File: src/shared/oscc_pkg.sv
// What this block does
// - Sixteen-bit command in, sixteen-bit status out
// - Both words shift most significant bit first
// - Command applied only at chip select rise
// - Bits 0-7 switch channels 1-8 on
// - Bits 8-15 enable open-load detection currents
// - Status upper eight bits always zero
// - Status bits 0-7 flag channel faults
// - Previous status shifts out during new command
// - Off open load reported only with detection
// - Overcurrent and short to supply reported
// - Overvoltage turns all off, recovery restores
// - Overtemperature turns off only that channel
// - Sleep resets command: outputs, currents off
// - Host commands all off before sleep; oscc_host just drops enable on a write and sends no all-off frame
// - Host spaces writes over 300 microseconds
// - Host classifies faults using sent command; oscc_host only stores the status word in rx_word
// - Shift register passes data through chain
// - Parallel devices use own chip selects
// - Sample input on fall, shift on rise
// - Chip select high: ignore clock, release output
// - Accept frames of 16 plus 8n pulses
// - Direct inputs ORed into channels five, six
`default_nettype none
package oscc_pkg;

    // ---------------------------------------------
    // Word layout
    // ---------------------------------------------
    localparam int WORD_BITS = 16;
    localparam int CH = 8;
    localparam int CMD_ON_LSB = 0;
    localparam int CMD_DET_LSB = 8;
    localparam logic [WORD_BITS-1:0] CMD_RESET = 16'h0000;
    localparam logic [CH-1:0] STAT_UPPER = 8'h00;
    localparam int PWM5_CH = 4;
    localparam int PWM6_CH = 5;

    // ---------------------------------------------
    // Frame counting
    // ---------------------------------------------
    localparam int FCNT_W = 5;
    localparam logic [FCNT_W-1:0] FRAME_MIN_LAST = 5'h0f;
    localparam logic [FCNT_W-1:0] FRAME_LEN = 5'h10;
    localparam logic [2:0] STEP_MOD = 3'h0;

    // ---------------------------------------------
    // Host timing
    // ---------------------------------------------
    localparam int CLK_MHZ = 200;
    localparam int GAP_US = 300;
    localparam int GAP_CYC = GAP_US * CLK_MHZ + 1;
    localparam int GAP_W = 17;
    localparam logic [3:0] SCLK_HALF_LAST = 4'h7;

    // ---------------------------------------------
    // Host register map
    // ---------------------------------------------
    localparam logic [7:0] ADDR_CMD = 8'h00;
    localparam logic [7:0] ADDR_CTRL = 8'h04;
    localparam logic [7:0] ADDR_STAT = 8'h08;
    localparam logic [7:0] ADDR_RX = 8'h0c;
    localparam int CTRL_START_BIT = 0;
    localparam int CTRL_EN_BIT = 1;
    localparam int STAT_BUSY_BIT = 0;
    localparam int STAT_EN_BIT = 1;

endpackage
`default_nettype wire

File: src/shared/oscc_if.sv
`timescale 1ns/100ps
`default_nettype none
interface oscc_if;
    logic cs_n;
    logic sclk;
    logic serial_command_input;
    logic status_out;
    logic status_out_oe;
    logic enable;

    modport device (
        input cs_n,
        input sclk,
        input serial_command_input,
        input enable,
        output status_out,
        output status_out_oe
    );

    modport host (
        output cs_n,
        output sclk,
        output serial_command_input,
        output enable,
        input status_out,
        input status_out_oe
    );
endinterface
`default_nettype wire

File: src/rtl/oscc_device.sv
`timescale 1ns/100ps
`default_nettype none
module oscc_device (
    input wire logic clk_i,                            // System clock
    input wire logic rst_i,                            // Sync reset
    oscc_if.device link,                               // Serial link
    input wire logic direct_pwm_input_five_i,          // Direct drive ch5
    input wire logic direct_pwm_input_six_i,           // Direct drive ch6
    input wire logic [oscc_pkg::CH-1:0] short_i,       // Overcurrent sense
    input wire logic [oscc_pkg::CH-1:0] open_load_i,   // Off open-load sense
    input wire logic [oscc_pkg::CH-1:0] thermal_limit_i, // Overtemp sense
    input wire logic overvoltage_i,                    // Supply overvoltage
    output logic [oscc_pkg::CH-1:0] channel_on_o,      // Channel drive
    output logic [oscc_pkg::CH-1:0] detect_current_o,  // Detect current on
    output logic [oscc_pkg::WORD_BITS-1:0] command_o   // Applied command
);
    import oscc_pkg::*;

    // ---------------------------------------------
    // Input synchronisers
    // ---------------------------------------------
    localparam int SYNC_W = 3 * CH + 7;
    // Reset to idle pin levels, else a false select edge follows reset
    localparam logic [SYNC_W-1:0] SYNC_IDLE = {1'b1, {(SYNC_W-1){1'b0}}};

    logic [SYNC_W-1:0] sync_raw;
    logic [SYNC_W-1:0] sync1;
    logic [SYNC_W-1:0] sync2;

    assign sync_raw = {link.cs_n, link.sclk, link.serial_command_input,
                       link.enable, direct_pwm_input_five_i,
                       direct_pwm_input_six_i, overvoltage_i,
                       short_i, open_load_i, thermal_limit_i};

    // All pins come from outside the clock domain
    always_ff @(posedge clk_i) begin
        if (rst_i) begin
            sync1 <= SYNC_IDLE;
            sync2 <= SYNC_IDLE;
        end else begin
            sync1 <= sync_raw;
            sync2 <= sync1;
        end
    end

    wire cs_n_s = sync2[SYNC_W-1];
    wire sclk_s = sync2[SYNC_W-2];
    wire sdi_s = sync2[SYNC_W-3];
    wire en_s = sync2[SYNC_W-4];
    wire pwm5_s = sync2[SYNC_W-5];
    wire pwm6_s = sync2[SYNC_W-6];
    wire ov_s = sync2[SYNC_W-7];
    wire [CH-1:0] short_s = sync2[3*CH-1:2*CH];
    wire [CH-1:0] open_s = sync2[2*CH-1:CH];
    wire [CH-1:0] therm_s = sync2[CH-1:0];

    // ---------------------------------------------
    // Edge detection
    // ---------------------------------------------
    logic cs_n_q;
    logic sclk_q;
    logic en_q;

    always_ff @(posedge clk_i) begin
        if (rst_i) begin
            cs_n_q <= 1'b1;
            sclk_q <= 1'b0;
            en_q <= 1'b0;
        end else begin
            cs_n_q <= cs_n_s;
            sclk_q <= sclk_s;
            en_q <= en_s;
        end
    end

    // Clock edges count only inside a selected frame
    wire selected = ~cs_n_s;
    wire sclk_rise = selected & sclk_s & ~sclk_q;
    wire sclk_fall = selected & ~sclk_s & sclk_q;
    wire cs_fall = ~cs_n_s & cs_n_q;
    wire cs_rise = cs_n_s & ~cs_n_q;
    wire sleep = ~en_s;
    wire power_on = en_s & ~en_q;

    // ---------------------------------------------
    // Fault gathering
    // ---------------------------------------------
    logic [WORD_BITS-1:0] command;
    logic [CH-1:0] fault_latch;

    wire [CH-1:0] cmd_on = command[CMD_ON_LSB +: CH];
    wire [CH-1:0] cmd_det = command[CMD_DET_LSB +: CH];

    // Direct inputs only add drive, never remove it
    wire [CH-1:0] pwm_mask = ({{(CH-1){1'b0}}, pwm5_s} << PWM5_CH)
                           | ({{(CH-1){1'b0}}, pwm6_s} << PWM6_CH);
    wire [CH-1:0] drive_req = cmd_on | pwm_mask;

    // Open load counts only on an off channel with detection on
    wire [CH-1:0] open_flt = open_s & cmd_det & ~drive_req;
    wire [CH-1:0] fault_now = short_s | therm_s | open_flt;

    // New fault in the capture cycle survives into the next word
    always_ff @(posedge clk_i) begin
        if (rst_i || sleep) begin
            fault_latch <= '0;
        end else if (cs_fall) begin
            fault_latch <= fault_now;
        end else begin
            fault_latch <= fault_latch | fault_now;
        end
    end

    // ---------------------------------------------
    // Shift register
    // ---------------------------------------------
    logic [WORD_BITS-1:0] shreg;
    logic status_bit;

    wire [WORD_BITS-1:0] status_word = {STAT_UPPER, fault_latch};

    always_ff @(posedge clk_i) begin
        if (rst_i) begin
            shreg <= '0;
        end else if (cs_fall) begin
            shreg <= status_word;
        end else if (sclk_fall) begin
            shreg <= {shreg[WORD_BITS-2:0], sdi_s};
        end
    end

    // Output bit loads the MSB at select fall, then moves only on clock rise
    always_ff @(posedge clk_i) begin
        if (rst_i) begin
            status_bit <= 1'b0;
        end else if (cs_fall) begin
            status_bit <= status_word[WORD_BITS-1];
        end else if (sclk_rise) begin
            status_bit <= shreg[WORD_BITS-1];
        end
    end

    assign link.status_out = status_bit;
    assign link.status_out_oe = selected;

    // ---------------------------------------------
    // Frame length check
    // ---------------------------------------------
    logic [FCNT_W-1:0] pulse_cnt;
    logic reached_min;

    // Counter wraps; only the low three bits matter past sixteen
    always_ff @(posedge clk_i) begin
        if (rst_i || cs_fall) begin
            pulse_cnt <= '0;
            reached_min <= 1'b0;
        end else if (sclk_fall) begin
            pulse_cnt <= pulse_cnt + 5'h01;
            if (pulse_cnt == FRAME_MIN_LAST) begin
                reached_min <= 1'b1;
            end
        end
    end

    wire frame_ok = reached_min & (pulse_cnt[2:0] == STEP_MOD);

    // ---------------------------------------------
    // Command register
    // ---------------------------------------------
    // Last sixteen bits shifted in are the command
    always_ff @(posedge clk_i) begin
        if (rst_i || sleep || power_on) begin
            command <= CMD_RESET;
        end else if (cs_rise && frame_ok) begin
            command <= shreg;
        end
    end

    // ---------------------------------------------
    // Drivers
    // ---------------------------------------------
    // Protection gates drive without touching the command,
    // so recovery restores the commanded state by itself
    always_ff @(posedge clk_i) begin
        if (rst_i) begin
            channel_on_o <= '0;
            detect_current_o <= '0;
        end else begin
            channel_on_o <= drive_req & ~therm_s & {CH{~ov_s & en_s}};
            detect_current_o <= cmd_det & {CH{en_s}};
        end
    end

    assign command_o = command;

endmodule
`default_nettype wire

File: src/flat_wrapper.sv
// flat-port wrapper written by rule: the top's interface ports become plain ports
module oscc_device_flat import oscc_pkg::*;
  (clk_i, rst_i, direct_pwm_input_five_i, direct_pwm_input_six_i, short_i, open_load_i, thermal_limit_i, overvoltage_i, channel_on_o, detect_current_o, command_o, link_cs_n, link_sclk, link_serial_command_input, link_enable, link_status_out, link_status_out_oe);
  oscc_if link_i ();
  input wire logic clk_i;
  input wire logic rst_i;
  input wire logic direct_pwm_input_five_i;
  input wire logic direct_pwm_input_six_i;
  input wire logic [oscc_pkg::CH-1:0] short_i;
  input wire logic [oscc_pkg::CH-1:0] open_load_i;
  input wire logic [oscc_pkg::CH-1:0] thermal_limit_i;
  input wire logic overvoltage_i;
  output logic [oscc_pkg::CH-1:0] channel_on_o;
  output logic [oscc_pkg::CH-1:0] detect_current_o;
  output logic [oscc_pkg::WORD_BITS-1:0] command_o;
  input wire logic [$bits(link_i.cs_n)-1:0] link_cs_n;
  input wire logic [$bits(link_i.sclk)-1:0] link_sclk;
  input wire logic [$bits(link_i.serial_command_input)-1:0] link_serial_command_input;
  input wire logic [$bits(link_i.enable)-1:0] link_enable;
  output wire logic [$bits(link_i.status_out)-1:0] link_status_out;
  output wire logic [$bits(link_i.status_out_oe)-1:0] link_status_out_oe;
  assign link_i.cs_n = link_cs_n;
  assign link_i.sclk = link_sclk;
  assign link_i.serial_command_input = link_serial_command_input;
  assign link_i.enable = link_enable;
  assign link_status_out = link_i.status_out;
  assign link_status_out_oe = link_i.status_out_oe;
  oscc_device u_core (.clk_i(clk_i), .rst_i(rst_i), .link(link_i), .direct_pwm_input_five_i(direct_pwm_input_five_i), .direct_pwm_input_six_i(direct_pwm_input_six_i), .short_i(short_i), .open_load_i(open_load_i), .thermal_limit_i(thermal_limit_i), .overvoltage_i(overvoltage_i), .channel_on_o(channel_on_o), .detect_current_o(detect_current_o), .command_o(command_o));
endmodule
File: config.mk
export PLATFORM = sky130hd
export DESIGN_NAME = oscc_device_flat
export DESIGN_NICKNAME = d
export VERILOG_FILES = /design/src/shared/oscc_pkg.sv /design/src/shared/oscc_if.sv /design/src/rtl/oscc_device.sv /design/src/flat_wrapper.sv
export SDC_FILE = /design/constraint.sdc
export NUM_CORES = 1
export LEC_CHECK = 0
export BUFFER_PORTS_ARGS = -buffer_cell sky130_fd_sc_hd__buf_2
export CORE_MARGIN = 5
export CORE_UTILIZATION = 28
export DETAILED_ROUTE_END_ITERATION = 16
export GPL_ROUTABILITY_DRIVEN = 0
export PLACE_DENSITY = 0.53
export SLEW_MARGIN = 15
export SYNTH_ARGS = -nofsm -noshare
export SYNTH_HDL_FRONTEND = slang
export SYNTH_SLANG_ARGS = --single-unit
File: constraint.sdc
create_clock -name clk_i -period 1.8 [get_ports clk_i]
set_input_delay 0 -clock clk_i [delete_from_list [all_inputs] [get_ports clk_i]]
set_output_delay 0 -clock clk_i [all_outputs]
set_load 0.01 [all_outputs]
; Word-level counts from Yosys, hierarchy flattened
; Cells that the tools add are included.
[classes]
n_div = 0
shift = 0
n_eq_ne = 1
n_mux = 3
n_lt_le_gt_ge = 0
multipliers = 0
add_sub_neg = 1
n_bitwise = 28
reduce_logical = 8
[op_table]
columns = op, n
row1 = bitwise AND 8 bit, 5
row2 = OR 8 bit, 4
row3 = 2-to-1 mux 8 bit, 3
row4 = inverter 8 bit, 2
row5 = bitwise AND 1 bit, 9
row6 = inverter 1 bit, 7
row7 = OR 5 x 6 -> 6 bit, 1
row8 = "adder 5 x 1 -> 5 bit, second input constant", 1
row9 = "== test 5 x 4 -> 1 bit, second input constant", 1
row10 = zero test 3 bit, 1
row11 = logical OR 1 bit, 3
row12 = AND reduction 2 bit, 1
row13 = nonzero test 2 bit, 1
row14 = OR reduction 2 bit, 1
row15 = logical AND 1 bit, 1
[totals]
wordCells = 55
in_bits = 33
register_bits = 128
mem_bits_ro = 0
ram_bits = 0
mem_count = 0
latchBits = 0

; Longest topological paths before layout
[logic_depth]
ltp_word = 7
ltp_mapped = 7
mapped_depth_nobuf = 5

; Worst setup path after synthesis
; Ideal clock, no wire load.
[synth_timing]
path_type = reg2reg
from = register u_core.pulse_cnt[0]
to = register u_core.command[10] (netlist: u_core.command_o[10])
t_arrival_ps = 1269
path_stages_with_launch = 8
setup_time_ps = 119
setup_slack_ps = 412
cell_sequence = dfxtp_1 -> inv_1 -> ha_1 -> nand4bb_4 -> or2_1 -> buf_6 -> buf_8 -> mux2i_1
[synth_via]
elab_chain_cells = 3
[synth_lines]
columns = element, line_no
row1 = "start, declared", oscc_device.sv:149  ; logic [FCNT_W-1:0] pulse_cnt;
row2 = "start signal, assigned", oscc_device.sv:158  ; pulse_cnt <= pulse_cnt + 5'h01;
row3 = zero test 3 bit, oscc_device.sv:165  ; wire frame_ok = reached_min & (pulse_cnt[2:0] == STEP_MOD);
row4 = bitwise AND 1 bit, oscc_device.sv:165
row5 = logical AND 1 bit, oscc_device.sv:174  ; end else if (cs_rise && frame_ok) begin
row6 = "end signal, assigned", oscc_device.sv:175  ; command <= shreg;
row7 = "end, declared", oscc_device.sv:88  ; logic [WORD_BITS-1:0] command;
; No other way between the ends.
; A chain may end at the register's enable or synchronous reset.

; Worst setup path in the final report
[layout_timing]
from = register u_core.pulse_cnt[0]
to = register u_core.command[11] (netlist: u_core.command_o[11])
; Same word-level chain as after synthesis.

==> results_dict.tcl <==
set metrics [dict create \
    regArea_um2 2560 \
    pre_cts_ws_ps 223 \
    min_path_type "in -> reg" \
    antenna_cells 0 \
    drive_above_1_share 0.222 \
    multiInputGateArea_um2 1500 \
    crit_slowest_cell "dfxtp_1" \
    die_y_um 133 \
    final_hold_viol_count 0 \
    worstPathRequired_ps 2120 \
    synthDominantCellAreaShare 0.609 \
    cp_data_arrival_time_ps 1920 \
    ctsRootBufferMaster "clkbuf_16" \
    p_sw_frac 0.194 \
    ys_async_sr_fraction 0 \
    p_clk_frac 0.545 \
    first_pass_iters 4 \
    setup_viol 0 \
    synth.area.top_cells "dfxtp_1 (61%), nor2b_1 (9.7%), nand2_1 (4.3%)" \
    post-dp-hpwl_um 6390 \
    ys_seq_area_frac 0.609 \
    ys_warn_count 0 \
    wire_per_inst_um 13.2 \
    fin_setup_tns_ps 0 \
    vias_per_cell 4.23 \
    tritoncts "done" \
    timing.fmax_mhz 626 \
    ctsResizeCount 0 \
    clock_latency_ps 400 \
    critPathKind "reg -> reg" \
    timing.reg2reg.setup_slack_ps 200 \
    relSlewSlack 0.603 \
    synth.distinct_cells 36 \
    powerDensity_nw_per_um2 1200 \
    drt_iter0_markers 183 \
    synth_most_common_cell "dfxtp_1" \
    yosys-top-cells-count "dfxtp_1 (128), nor2b_1 (65), nand2_1 (48), a21oi_1 (20)" \
    wirelength_um 9240 \
    outcome "completed" \
    finClkSkew_ps 7.66 \
    die_w_um 133 \
    grt_pass1_wl_um 15400 \
    layout.nets 540 \
    synth-edff-count 0 \
    synth.cell_area_um2 4210 \
    cpPeakStageDelay_ps 370 \
    dieArea_um2 17600 \
    p_seq_frac 0.424 \
    grtUsageTotal 0.111 \
    drv_slew 0 \
    instances_no_fill 701 \
    grt-ovfl-total 0 \
    layout-area-overhead-vs-synth_pct 36.5 \
    clk_pin_slew_ps 60 \
    finish.utilization 0.392 \
    start_kind "flop" \
    finalCriticalPeriod_ps 1600 \
    cts_sinks 128 \
    drcViolationCount 0 \
    setup_slack_ps 204 \
    ys_ff_latch 128 \
    cp_max_fo 6 \
    row_count 44 \
    drtAntennaViolNets 0 \
    place_inst 634 \
    path_cells "inv_1 > ha_1 > nand4bb_4 > or2_1 > buf_4 > mux2i_1" \
    critPathTopFamily "simple AND/OR/NAND/NOR gates" \
    antenna_found_initial 0 \
    fill_cells 1420 \
    pwr-share-comb 0.032 \
    syn_area_per_cell_um2 10.6 \
    grt_pass1_vias 3041 \
    switching_power_w 0.00134 \
    portBuffers 66 \
    synthesis.nets 432 \
    maxCapViolCount 0 \
    ir_worst_vdd_mv 0.633 \
    initial_core_util 0.287 \
    yosys_most_used_dff "dfxtp_1" \
    path_buf_inv 2 \
    leakage_nw 2.39 \
    worstMarginPinSlew_ps 595 \
    critPathCaptureType "flop" \
    p_int_w 0.00557 \
    htreeDepth 4 \
    synth_area_leader_cell "dfxtp_1" \
    route.vias.total 2967 \
    cts_max_path_buffers 2 \
    period_share 0.887 \
    core-area_um2 14600 \
    grt_max_degree 34 \
    cts_buffers 17 \
    rsz0062_at_grt "false" \
    synthCells 396 \
    ios 67 \
]
==> through the flow <==
stage | hold WS, ps | instance area, um^2 | total power (W)
floorplan | 104 | 4210 | 0.00308
global placement | 193 | 4730 | 0.00315
detailed placement | 198 | 4730 | 0.00315
CTS | 305 | 5740 | 0.00701
global route | 336 | 5740 | 0.00718
finish | 333 | 5740 | 0.00691
==> flip-flops by register name, summed over array words and instances, names as in the netlist <==
| register | count |
|---|---|
| u_core.en_q | 1 |
| u_core.fault_latch | 8 |
| u_core.sclk_q | 1 |
| u_core.sync1 | 31 |
| u_core.link.status_out | 1 |
| u_core.command_o | 16 |
| u_core.cs_n_q | 1 |
| u_core.channel_on_o | 8 |
| u_core.sync2 | 31 |
| u_core.detect_current_o | 8 |
| u_core.pulse_cnt | 5 |
| u_core.shreg | 16 |
| u_core.reached_min | 1 |
==> cell usage in the layout (no fill, tap or decap), drive strengths merged, types with 3 or more instances in the layout <==
master and count:
ha 3, or2 5, a211oi 7, nand2b 4, bufinv 5, o21ai 3
nor2 8, nand3b 6, nor2b 65, dfxtp 128, inv 10, and2 8
clkinv 4, a21oi 20, mux2i 15, dlygate4sd3 35, and2b 5, a22oi 8
nand2 48, nor3b 8, buf 77, o2bb2ai 8, clkbuf 20
==> power by group through the flow <==
stage / combinational (W) / clock [W] / sequential (W)
after global placement: 0.000160 / 0 / 0.00299
after CTS: 0.000221 / 0.00386 / 0.00293
final: 0.000218 / 0.00377 / 0.00293
after floorplan: 0.000102 / 0 / 0.00298
after global routing: 0.000244 / 0.00400 / 0.00293
after detailed placement: 0.000162 / 0 / 0.00299
==> final timing paths <==
kind / from / end / depth (start not counted)
worst max-delay path: u_core.pulse_cnt[0]$_SDFFE_PP0P_ / u_core.command_o[11]$_SDFFE_PP0P_ / 6
worst min-delay path: short_i[6] / u_core.sync1[22]$_SDFF_PP0_ / 3
worst max register to register: u_core.pulse_cnt[0]$_SDFFE_PP0P_ / u_core.command_o[11]$_SDFFE_PP0P_ / 6
worst min register to register: u_core.sync1[30]$_SDFF_PP1_ / u_core.sync2[30]$_SDFF_PP1_ / 1
==> tightest hold or removal path, stage by stage <==
cell           delay [ps]
dlygate4sd3_1         510
buf_2                  90
nor2b_1               100
==> final cells by class <==
cell class,count,share of cell area
Multi-Input combinational cell,237,0.261
Clock buffer,20,0.0795
Tap cell,184,0.0401
Timing Repair Buffer,112,0.133
Inverter,8,0.00523
Clock inverter,12,0.0353
Sequential cell,128,0.446
==> routing by layer <==
| layer | track usage | vias to the layer above | wire length [um] |
|---|---|---|---|
| met1 | 0.137 | 1376 | 4450 |
| met5 | 0 | - | 0 |
| met2 | 0.180 | 61 | 4310 |
| met3 | 0.0418 | 6 | 418 |
| met4 | 0.0346 | 0 | 56 |
| li1 | - | 1524 | - |
==> kinds of logic (layout without fill, tap and decap cells) <==
kind of cell / Yosys count / count (layout) / share of synthesized area
AOI/OAI and AO/OA: 52 / 52 / 0.0833
xor gates and xnor gates: 1 / 1 / 0.00208
adders and majority gates: 3 / 3 / 0.00892
buffers and inverters: 31 / 152 / 0.0354
DFF: 128 / 128 / 0.609
muxes: 15 / 15 / 0.0357
and+or+nand+nor: 166 / 166 / 0.226
==> timing repair <==
action	in CTS	in global routing
hold endpoints to repair	37	0
hold buffers	35	0
buffers inserted	0	0
Note: power is estimated with default switching activity, not from simulation.
